## src/uar_pkg.sv

```systemverilog
// package for the asynchronous receive front end: constants and carriers
// assumes a single 200 MHz clock and an external baud divisor value
//
// Summary of operation
// disabling receiver flushes whole receive buffer
// host drains buffer by reading until empty
// oversample x16 normal, x8 double speed
// falling edge starts detection, first sample 1
// validate start on samples 8-10 or 4-6
// two high votes reject start as noise
// realign bit timing on every start bit
// sixteen or eight states per bit
// centre three samples majority decide bit
// receive through first stop bit only
// zero stop bit sets framing error
// next start accepted right after stop votes
// frames carry five to ten data bits
// host keeps baud error within limits
// two-entry queue, read returns oldest
// complete flag high while unread data remain; the code drops it for one cycle after each read
// framing error stored with its character
// receive pin synchronised by two flops
// sample counter steps on oversample ticks
package uar_pkg;

	// ****************************************************************
	// constants
	// ****************************************************************
	localparam int          UAR_DATA_W      = 10;
	localparam int          UAR_DIV_W       = 12;
	localparam int          UAR_SAMP_W      = 5;
	localparam logic [4:0]  UAR_SPB_NORM    = 5'h10;
	localparam logic [4:0]  UAR_SPB_DBL     = 5'h08;
	localparam logic [4:0]  UAR_VOTE_NORM   = 5'h08;
	localparam logic [4:0]  UAR_VOTE_DBL    = 5'h04;
	localparam logic [4:0]  UAR_SAMP_FIRST  = 5'h01;
	localparam logic [3:0]  UAR_LEN_MIN     = 4'h5;
	localparam logic [3:0]  UAR_LEN_MAX     = 4'hA;
	localparam int          UAR_QDEPTH      = 2;
	localparam logic        UAR_SYNC_RST    = 1'b1;

	// ****************************************************************
	// carriers
	// ****************************************************************
	typedef struct packed {
		logic [UAR_DATA_W-1:0] data;
		logic                  frame_err;
	} uar_char_t;

	typedef enum logic [1:0] {
		UAR_IDLE,
		UAR_START,
		UAR_BITS,
		UAR_STOP
	} uar_state_t;

endpackage : uar_pkg

```

## src/uar_rx.sv

```systemverilog
// receive front end: pin synchroniser, start detection, bit recovery, queue
// assumes i_baud_divisor gives oversample tick period minus one in clocks
`timescale 1ns/100ps
module uar_rx
	import uar_pkg::*;
#(
	parameter int DIV_W = UAR_DIV_W
)
(
	input  wire logic              i_clock,
	input  wire logic              i_rst_n,
	input  wire logic              i_serial_rx_pin,
	input  wire logic              i_rx_enable,
	input  wire logic              i_double_speed_select,
	input  wire logic [DIV_W-1:0]  i_baud_divisor,
	input  wire logic [3:0]        i_char_len,
	input  wire logic              i_rx_data_read,
	output uar_char_t              o_rx_data_port,
	output logic                   o_rx_complete_flag,
	output logic                   o_framing_error_flag,
	output logic                   o_overrun
);
	// ****************************************************************
	// pin synchroniser and tick divider
	// ****************************************************************
	logic             sync1_r;
	logic             sync2_r;
	logic             line_prev_r;
	logic [DIV_W-1:0] div_r;
	logic             tick;

	// two stage sync
	always_ff @(posedge i_clock)
	begin
		if (!i_rst_n)
		begin
			sync1_r <= UAR_SYNC_RST;
			sync2_r <= UAR_SYNC_RST;
		end
		else
		begin
			sync1_r <= i_serial_rx_pin;
			sync2_r <= sync1_r;
		end
	end

	// oversample tick divider
	always_ff @(posedge i_clock)
	begin
		if (!i_rst_n || div_r == '0)
			div_r <= i_baud_divisor;
		else
			div_r <= div_r - 1'b1;
	end
	assign tick = i_rst_n && (div_r == '0);

	// ****************************************************************
	// recovery state machine
	// ****************************************************************
	uar_state_t               state_r;
	logic [UAR_SAMP_W-1:0]    samp_r;
	logic [2:0]               votes_r;
	logic [3:0]               nbits_r;
	logic [UAR_DATA_W-1:0]    shift_r;
	logic [3:0]               len_eff;
	logic [4:0]               spb;
	logic [4:0]               vfirst;
	logic                     vote_done;
	logic                     bit_end;
	logic                     push;
	uar_char_t                push_char;

	function automatic logic majority(input logic [2:0] v);
		return (v[0] & v[1]) | (v[0] & v[2]) | (v[1] & v[2]);
	endfunction : majority

	// rate by mode
	assign spb    = i_double_speed_select ? UAR_SPB_DBL : UAR_SPB_NORM;
	assign vfirst = i_double_speed_select ? UAR_VOTE_DBL : UAR_VOTE_NORM;
	// length clamped
	assign len_eff = (i_char_len < UAR_LEN_MIN) ? UAR_LEN_MIN :
		(i_char_len > UAR_LEN_MAX) ? UAR_LEN_MAX : i_char_len;
	assign vote_done = tick && (samp_r == vfirst + 5'h2);
	assign bit_end   = tick && (samp_r == spb);

	always_ff @(posedge i_clock)
	begin
		if (!i_rst_n)
			line_prev_r <= 1'b1;
		else if (tick)
			line_prev_r <= sync2_r;
	end

	// three centre samples
	always_ff @(posedge i_clock)
	begin
		if (!i_rst_n)
			votes_r <= 3'h0;
		else if (tick && samp_r >= vfirst && samp_r <= vfirst + 5'h2)
			votes_r <= {votes_r[1:0], sync2_r};
	end

	always_ff @(posedge i_clock)
	begin
		if (!i_rst_n || !i_rx_enable)
		begin
			state_r <= UAR_IDLE;
			samp_r  <= 5'h0;
			nbits_r <= 4'h0;
			shift_r <= '0;
		end
		else if (tick)
		begin
			unique case (state_r)
				UAR_IDLE:
				begin
					// falling edge, sample 1
					if (line_prev_r && !sync2_r)
					begin
						state_r <= UAR_START;
						samp_r  <= UAR_SAMP_FIRST;
					end
				end
				UAR_START:
				begin
					samp_r <= samp_r + 5'h1;
					// noise rejection
					if (samp_r == vfirst + 5'h2)
					begin
						if (majority({votes_r[1:0], sync2_r}))
							state_r <= UAR_IDLE;
					end
					// realign to start
					if (samp_r == spb)
					begin
						state_r <= UAR_BITS;
						samp_r  <= UAR_SAMP_FIRST;
						nbits_r <= 4'h0;
						shift_r <= '0;
					end
				end
				UAR_BITS:
				begin
					// per bit states
					samp_r <= (samp_r == spb) ? UAR_SAMP_FIRST : samp_r + 5'h1;
					if (samp_r == vfirst + 5'h2)
					begin
						shift_r[nbits_r] <= majority({votes_r[1:0], sync2_r});
						nbits_r          <= nbits_r + 4'h1;
					end
					// stop after last bit
					if (samp_r == spb && nbits_r == len_eff)
						state_r <= UAR_STOP;
				end
				UAR_STOP:
				begin
					samp_r <= samp_r + 5'h1;
					// early next start
					if (samp_r == vfirst + 5'h2)
						state_r <= UAR_IDLE;
				end
			endcase
		end
	end

	// stop bit vote
	assign push = i_rx_enable && state_r == UAR_STOP && vote_done;
	assign push_char = '{data: shift_r, frame_err: !majority({votes_r[1:0], sync2_r})};

	// ****************************************************************
	// receive queue and outputs
	// ****************************************************************
	uar_char_t head;
	logic      q_valid;
	logic      q_full;
	logic      pop;

	assign pop = i_rx_data_read && o_rx_complete_flag;

	uar_queue u_queue (
		.i_clock (i_clock),
		.i_rst_n (i_rst_n),
		.i_flush (!i_rx_enable),
		.i_push  (push),
		.i_char  (push_char),
		.i_pop   (pop),
		.o_head  (head),
		.o_valid (q_valid),
		.o_full  (q_full)
	);

	// flag tracks queue
	always_ff @(posedge i_clock)
	begin
		if (!i_rst_n)
		begin
			o_rx_data_port       <= '0;
			o_rx_complete_flag   <= 1'b0;
			o_framing_error_flag <= 1'b0;
			o_overrun            <= 1'b0;
		end
		else
		begin
			// error with character
			o_rx_data_port       <= head;
			o_rx_complete_flag   <= q_valid && !pop;
			o_framing_error_flag <= q_valid && head.frame_err;
			if (!i_rx_enable)
				o_overrun <= 1'b0;
			else if (push && q_full && !pop)
				o_overrun <= 1'b1;
			else if (push)
				o_overrun <= 1'b0;
		end
	end
endmodule : uar_rx

```

## src/uar_queue.sv

```systemverilog
// two-entry receive queue holding characters with their error flag
// assumes push and pop come from logic on the same clock
`timescale 1ns/100ps
module uar_queue
	import uar_pkg::*;
(
	input  wire logic      i_clock,
	input  wire logic      i_rst_n,
	input  wire logic      i_flush,
	input  wire logic      i_push,
	input  wire uar_char_t i_char,
	input  wire logic      i_pop,
	output uar_char_t      o_head,
	output logic           o_valid,
	output logic           o_full
);
	uar_char_t    mem_r [UAR_QDEPTH];
	logic         rd_r;
	logic [1:0]   cnt_r;
	logic         do_pop;
	logic         do_push;

	assign do_pop  = i_pop && (cnt_r != 2'h0);
	assign do_push = i_push && (cnt_r != 2'h2 || do_pop);

	// oldest first
	always_ff @(posedge i_clock)
	begin
		if (do_push)
			mem_r[rd_r ^ cnt_r[0]] <= i_char;
	end

	// flush empties
	always_ff @(posedge i_clock)
	begin
		if (!i_rst_n || i_flush)
		begin
			cnt_r <= 2'h0;
			rd_r  <= 1'b0;
		end
		else
		begin
			cnt_r <= 2'(cnt_r + {1'b0, do_push} - {1'b0, do_pop});
			if (do_pop)
				rd_r <= ~rd_r;
		end
	end

	assign o_head  = mem_r[rd_r];
	assign o_valid = cnt_r != 2'h0;
	assign o_full  = cnt_r == 2'h2;

endmodule : uar_queue

```

## config.mk

```make
export PLATFORM = sky130hd
export DESIGN_NAME = uar_rx
export DESIGN_NICKNAME = d
export VERILOG_FILES = /design/src/uar_pkg.sv /design/src/uar_rx.sv /design/src/uar_queue.sv
export SDC_FILE = /design/constraint.sdc
export NUM_CORES = 1
export LEC_CHECK = 0
export BUFFER_PORTS_ARGS = -buffer_cell sky130_fd_sc_hd__buf_2
export CAP_MARGIN = 0
export CELL_PAD_IN_SITES_DETAIL_PLACEMENT = 0
export CELL_PAD_IN_SITES_GLOBAL_PLACEMENT = 2
export CORE_MARGIN = 4
export CORE_UTILIZATION = 38
export CTS_CLUSTER_SIZE = 10
export DETAILED_ROUTE_END_ITERATION = 8
export PLACE_DENSITY_LB_ADDON = 0.1
export REMOVE_ABC_BUFFERS = 1
export SYNTH_ARGS = -nofsm -noshare
export SYNTH_HDL_FRONTEND = slang
export SYNTH_HIERARCHICAL = 1
export SYNTH_SLANG_ARGS = --single-unit
```

## constraint.sdc

```tcl
create_clock -name i_clock -period 3.7 [get_ports i_clock]
set_clock_uncertainty 0.15 [all_clocks]
set_input_delay 0.74 -clock i_clock [delete_from_list [all_inputs] [get_ports i_clock]]
set_output_delay 0.74 -clock i_clock [all_outputs]
set_load 0.01 [all_outputs]
```

======== Yosys cells after proc, flatten, opt, wreduce, memory -nomap -nowiden ========
Memory sizes are Yosys's and may differ from the RTL's. A register that Yosys moved wholly into a read port is not among the register bits.
Cells that the tools add are included.
cells by class
  add/subtract/negate cells ............... 6
  order comparisons ....................... 6
  eq/ne operators ......................... 15
  muxes and demuxes ....................... 30
  bitwise gates (word level) .............. 7
  reduce and logical (&&, ||, !) cells .... 34
operator list
  cell                     number
  $mux W10                 2
  $mux W4                  5
  $pmux W10 S2             1
  $logic_and A1 B1 Y1      16
  $mux W5                  3
  $pmux W5 S3              1
  $logic_not A12 Y1        1
  $mux W12                 1
  $mux W2                  6
  $ne A2 B2 Y1 const B     6
  $sub A12 B1 Y12 const B  1
  $bwmux W10               1
  $eq A5 B5 Y1             2
  $pmux W2 S4              1
  $pmux W4 S2              1
  $mux W1                  7
  $eq A2 B2 Y1 const B     3
  $ne A3 B3 Y1 const B     2
  $reduce_and A6 Y1        1
  $reduce_bool A2 Y1       3
  $add A4 B2 Y5 const B    1
  $add A5 B1 Y5 const B    1
  $ge A5 B4 Y1             1
  $le A5 B5 Y1             1
  20 further kinds         30
storage, ports and cells
  register bits ........................... 55
  RAM bits ................................ 22
  input bits .............................. 22
  output and inout bits ................... 14
  word-level logic and storage cells ...... 115
  memories ................................ 1
memory list
  name           words  width  read ports  clocked after Yosys merged registers in  write ports  RTL line         RTL
  u_queue.mem_r  2      11     1           1                                        1            uar_queue.sv:17  uar_char_t mem_r [UAR_QDEPTH];

======== Depth between registers and ports, before layout ========
  word-level depth ........................ 8
  depth in mapped cells ................... 12
  gate-level depth less buffers ........... 12

======== By module ========
The synthesis kept the hierarchy.
modules (own cells, without submodules)
  module     instances  cells an instance  area an instance (um^2)  seq. area each (um^2)
  uar_rx     1          296                2,572.5                  1,041.0
  uar_queue  1          64                 1,031.0                  740.7

======== Least setup slack after synthesis ========
Ideal clock, no wire load.
  path kind ............................... input port to flip-flop
  start point ............................. in i_rst_n
  end point ............................... mem u_queue/mem_r[0][0] (netlist bit), enable pin
  library setup time ...................... 0.396 ns
  arrival time ............................ 2.824 ns
  data required time ...................... 3.154 ns
  slack ................................... 0.330 ns
  stages on the path ...................... 4
  buffers on the path ..................... 0
  cell sequence ........................... or3b_2 > nor4_4 > and4_1 > a21boi_0
on the way
  longest elaborated chain between the ends .. 6
ends and longest elaborated chain
  what                           RTL line         RTL
  from (decl)                    uar_rx.sv:11     input wire logic i_rst_n,
  $logic_and A1 B1 Y1            uar_rx.sv:55     assign tick = i_rst_n && (div_r == '0);
  $logic_and A1 B1 Y1            uar_rx.sv:83     assign vote_done = tick && (samp_r == vfirst + 5'h2);
  $logic_and A1 B1 Y1            uar_rx.sv:167    assign push = i_rx_enable && state_r == UAR_STOP && vote_done;
  net push                       uar_rx.sv:70     logic push;
  $logic_and A1 B1 Y1            uar_queue.sv:24  assign do_push = i_push && (cnt_r != 2'h2 || do_pop);
  $mux W1                        uar_queue.sv:29  if (do_push)
  $mux W1 (implied by the code)  uar_queue.sv:30  mem_r[rd_r ^ cnt_r[0]] <= i_char;
  to (decl)                      uar_queue.sv:17
The timed path passes the listed nets, and every way through them passes these cells.

======== Worst setup path in the final report ========
  start point ............................. in i_double_speed_select
  end point ............................... reg u_queue.cnt_r[1]
on the way
  longest elaborated chain between the ends .. 8
ends and longest elaborated chain
  what                  RTL line         RTL
  from (decl)           uar_rx.sv:14     input wire logic i_double_speed_select,
  $mux W4               uar_rx.sv:79     assign vfirst = i_double_speed_select ? UAR_VOTE_DBL : UAR_VOTE_NORM;
  $add A4 B2 Y5         uar_rx.sv:83
  $eq A5 B5 Y1          uar_rx.sv:83
  $logic_and A1 B1 Y1   uar_rx.sv:83
  $logic_and A1 B1 Y1   uar_rx.sv:167
  net push              uar_rx.sv:70
  $logic_and A1 B1 Y1   uar_queue.sv:24
  $add A2 B1 Y2         uar_queue.sv:43  cnt_r <= 2'(cnt_r + {1'b0, do_push} - {1'b0, do_pop});
  $sub A2 B1 Y2         uar_queue.sv:43
  to (signal assigned)  uar_queue.sv:43
  to (decl)             uar_queue.sv:19  logic [1:0] cnt_r;
The timed path passes the listed nets, and every way through them passes these cells.
A chain may end at the register's enable or synchronous reset.

==> run summary <==
Leaving out fill and tap cells, the most frequent cells in the layout are 56 x sky130_fd_sc_hd__dfxtp_1, 35 x sky130_fd_sc_hd__buf_2, 27 x sky130_fd_sc_hd__o21ai_0. The end point of the most critical hold path is sync2_r$_SDFF_PN1_. Headroom to the max-slew limit came out at between 50% and 60%. The maximum resistive drop on vdd is 0.197 mV. The post-route cell area is around 4000 um^2. The library cell used as clock root buffer is sky130_fd_sc_hd__clkbuf_8. The detailed-route via count is about 2600. For this run, the post-layout net count is 439. Timing analysis after detailed placement gives a worst setup slack of 0.246 ns. The standard cell core area is 9240 um^2. The critical path data required time is about 3.8 ns. The logic depth of the worst register-to-register path is 12. The actual slew at the worst max-slew pin came out at ~0.66 ns. The count of filler cells inserted in the layout is about 900.

Clock-pin slew was measured on the worst setup and hold paths at 0.09 ns. The count of pins on the block boundary is 36. Setup repair after global routing left no endpoint under its margin. Along the worst hold path, the cell count comes to 1. The sequential share of the synthesized area is slightly below 50%. The number of buffers created by CTS came out at 9. Data arrives at the worst endpoint at 3.24 ns.

For flop-to-flop paths, the worst setup slack is just over 0.6 ns. The flow ran to the end, and the final reports show no timing, DRC or antenna violations. Setup slack closes at a little under 0.6 ns. The count of buffers added on input and output ports is 35.

The leakage power came out at 1.56 nW. The combined global-route utilization of all metal layers came out at a little over an eighth. The number of buffers inserted to repair setup after CTS came out at 0. The die is roughly 110 um wide. The clock insertion delay at the later pin of the skew report came out at roughly 0.35 ns. The via count of the first global-routing pass came out at between 2000 and 3000.

The number of sinks handled by clock tree synthesis came out at between 70 and 80. For this run, design rule violations remaining after detail routing come to 0. The final number of max-transition violations came out at 0. The count of H-tree levels built during CTS is 3. The type of the worst min-delay path is flip-flop to flip-flop.

After floorplanning, the core was divided into 35 placement rows. The number of enable flip-flop cells after synthesis is 22. The violation count after the first detailed-routing iteration came out at 63. STA classifies the critical path endpoint as a flip-flop. After clock tree synthesis, the repair step resized 0 gates.

The total number of yosys warnings is 6. Ranked by total cell area, the synthesized netlist is headed by sky130_fd_sc_hd__dfxtp_1 31%, sky130_fd_sc_hd__edfxtp_1 18%, sky130_fd_sc_hd__ha_1 5.9%. The top cell type's share of synthesized area came out at just over 30%. The final weighted congestion in routability-driven placement came out at about 0.75. The number of buffers on the longest clock path is 2. The final count of hold timing violations came out at 0.

Power comes to 0.00161 W. The HPWL reported at the end of detailed placement is 5.23 mm. Summing every instance area after synthesis gives between 3000 and 4000 um^2. The most critical setup path has its startpoint at i_double_speed_select. TritonCTS built the clock tree. The number of antenna violations at the first check in global routing came to 0. The post-synthesis cell type count is 57.

The first detailed-routing pass ran for 4 iterations. A synthesized cell averages about 10 um^2. In this run the vertical extent of the chip is 105 um. In this run the cell area measured after placement is 3930 um^2. The worst hold path begins at sync1_r$_SDFF_PN1_. The register cell area after layout came out at between 1500 and 2000 um^2.

In this run the critical register-to-register path is captured at u_queue/cnt_r[1]$_SDFF_PP0_. The hold buffer count at cts is 0. The effective utilization at floorplan is between 30% and 40%. Cells fill between 40% and 50% of the core in the end. The setup path with the least slack is of type primary input to flip-flop. Leaving out fill and tap cells, the most frequent cell in the layout is sky130_fd_sc_hd__dfxtp_1. The largest total area in the synthesized netlist belongs to sky130_fd_sc_hd__dfxtp_1. The footprint of the multi-input gates came out at approximately 1700 um^2. The origin of the critical flop-to-flop path is div_r[0]$_DFF_P_.

The prevailing post-synth register cell is sky130_fd_sc_hd__dfxtp_1. After detailed routing, the average wire length per cell comes to 13.4 um. Setup violations remaining at the end of the flow were counted as 0. The die covers ~11000 um^2. The final cycle utilization of the critical path came out at around 84%. The number of nets with antenna violations after detailed routing is 0.

Dividing total power by cell area gives a power density of 390 nW/um^2. STA classifies the critical path startpoint as a primary input. The fraction of final layout cells with drive strength greater than 1 came out at a little under a fifth. The maximum clock rate is ~320 MHz.

The maximum net fanout on the critical path is 9. The area growth from synthesis to final layout is 14.3%. The post-detailed-routing wire length came out at about 7.1 mm. The minimum period implied by the final worst setup slack is 3.11 ns. The maximum number of pins on one net before global-route repair came out at 25.

The global-route wire length before repair came out at 12.3 mm. The cell count after synthesis came out at 360. The number of maximum-capacitance violations came out at 0. The setup TNS is 0 ns. The via count normalized by instance count is about 4.9.

The number of synthesized register bits came out at 78. The aggregate global routing overflow came out at 0. After synthesis, the share of flip-flops with an asynchronous set or reset is 0%. The antenna diode count is 0.
-- flip-flops by register name, summed over array words and instances (netlist names), 2 cells and up, named ones only --
name            count
shift_r            10
votes_r             2
nbits_r             4
div_r              12
u_queue/mem_r      22
o_rx_data_port     11
u_queue/cnt_r       2
samp_r              5
-- final cells by class --
class,count,area share (%)
clock buffers,9,3.01
well taps,129,3.92
inverters,22,2.01
multi-input cells,249,41.1
flip-flops and latches,78,43.3
repair buffers,40,5.17
clock inverters,7,1.55
-- worst max-delay path, stage by stage --
cell and delay [ns]:
sky130_fd_sc_hd__buf_2 0.13, sky130_fd_sc_hd__inv_1 0.05, sky130_fd_sc_hd__ha_1 0.31, sky130_fd_sc_hd__nand4b_1 0.16
sky130_fd_sc_hd__nor2_1 0.30, sky130_fd_sc_hd__and4_1 0.42, sky130_fd_sc_hd__xor2_1 0.11, sky130_fd_sc_hd__o21ai_0 0.19
sky130_fd_sc_hd__nor2_1 0.06, sky130_fd_sc_hd__ha_1 0.18, sky130_fd_sc_hd__xor2_1 0.14, sky130_fd_sc_hd__or3_1 0.31
sky130_fd_sc_hd__a21oi_1 0.14
-- cell families after synthesis --
group / after synthesis / share of synthesized area (%)
XOR/XNOR: 18 / 4.37
flip-flops: 78 / 49.4
AND/OR/NAND/NOR: 124 / 18.9
AO/OA/AOI/OAI: 72 / 12.4
buffers and inverters: 33 / 3.61
multiplexers: 17 / 5.10
adder cells (fa/ha/maj): 18 / 6.18
-- worst max path at each step --
| stage | slack [ns] | cells after the start | endpoint |
|---|---|---|---|
| 4_1_cts | 0.61 | 13 | u_queue/cnt_r[1]$_SDFF_PP0_ |
| 3_3_place_gp | 0.35 | 13 | u_queue/cnt_r[1]$_SDFF_PP0_ |
| 3_5_place_dp | 0.25 | 13 | u_queue/cnt_r[1]$_SDFF_PP0_ |
| 5_1_grt | 0.40 | 12 | u_queue/cnt_r[1]$_SDFF_PP0_ |
| 2_1_floorplan | 0.1 | 4 | u_queue/mem_r[0][0]$_DFFE_PP_ |
| 6_report | 0.59 | 13 | u_queue/cnt_r[1]$_SDFF_PP0_ |
-- per-layer routing --
layer	wire, um	part of all wire [%]	up-vias	track usage, %
met4	68	0.95	0	3.66
li1	-	-	1373	-
met2	3170	44	33	20.7
met3	245	3.4	8	3.74
met1	3660	51	1195	18.7
met5	0	0	-	0
-- power breakdown --
group          switching, W  internal (W)
sequential        0.0000174      0.000893
combinational     0.0000512     0.0000431
clock              0.000343      0.000259
total              0.000412       0.00119
-- through the flow --
stage	instances	hold slack (ns)
finish	534	0.282
global route	534	0.299
detailed placement	518	0.248
CTS	534	0.286
floorplan	349	0.236
global placement	518	0.248
-- cell usage after synthesis, types with 3 or more instances --
cell type	count
sky130_fd_sc_hd__nor3_1	3
sky130_fd_sc_hd__nand2_1	23
sky130_fd_sc_hd__nor4_1	3
sky130_fd_sc_hd__nand3_1	9
sky130_fd_sc_hd__nor3b_1	3
sky130_fd_sc_hd__o21ai_0	27
sky130_fd_sc_hd__mux2_2	11
sky130_fd_sc_hd__nor2b_1	7
sky130_fd_sc_hd__ha_1	17
sky130_fd_sc_hd__edfxtp_1	22
sky130_fd_sc_hd__xnor2_1	11
sky130_fd_sc_hd__nand2b_1	5
sky130_fd_sc_hd__o21ai_1	3
sky130_fd_sc_hd__xor2_1	7
sky130_fd_sc_hd__nor2_1	26
sky130_fd_sc_hd__a21oi_1	16
sky130_fd_sc_hd__dfxtp_1	56
sky130_fd_sc_hd__clkbuf_1	6
sky130_fd_sc_hd__a211oi_1	3
sky130_fd_sc_hd__buf_2	5
sky130_fd_sc_hd__mux2i_1	6
sky130_fd_sc_hd__nand4_1	13
sky130_fd_sc_hd__and2_1	13
sky130_fd_sc_hd__inv_1	22
No activity file was read; power rests on OpenSTA's default activity.
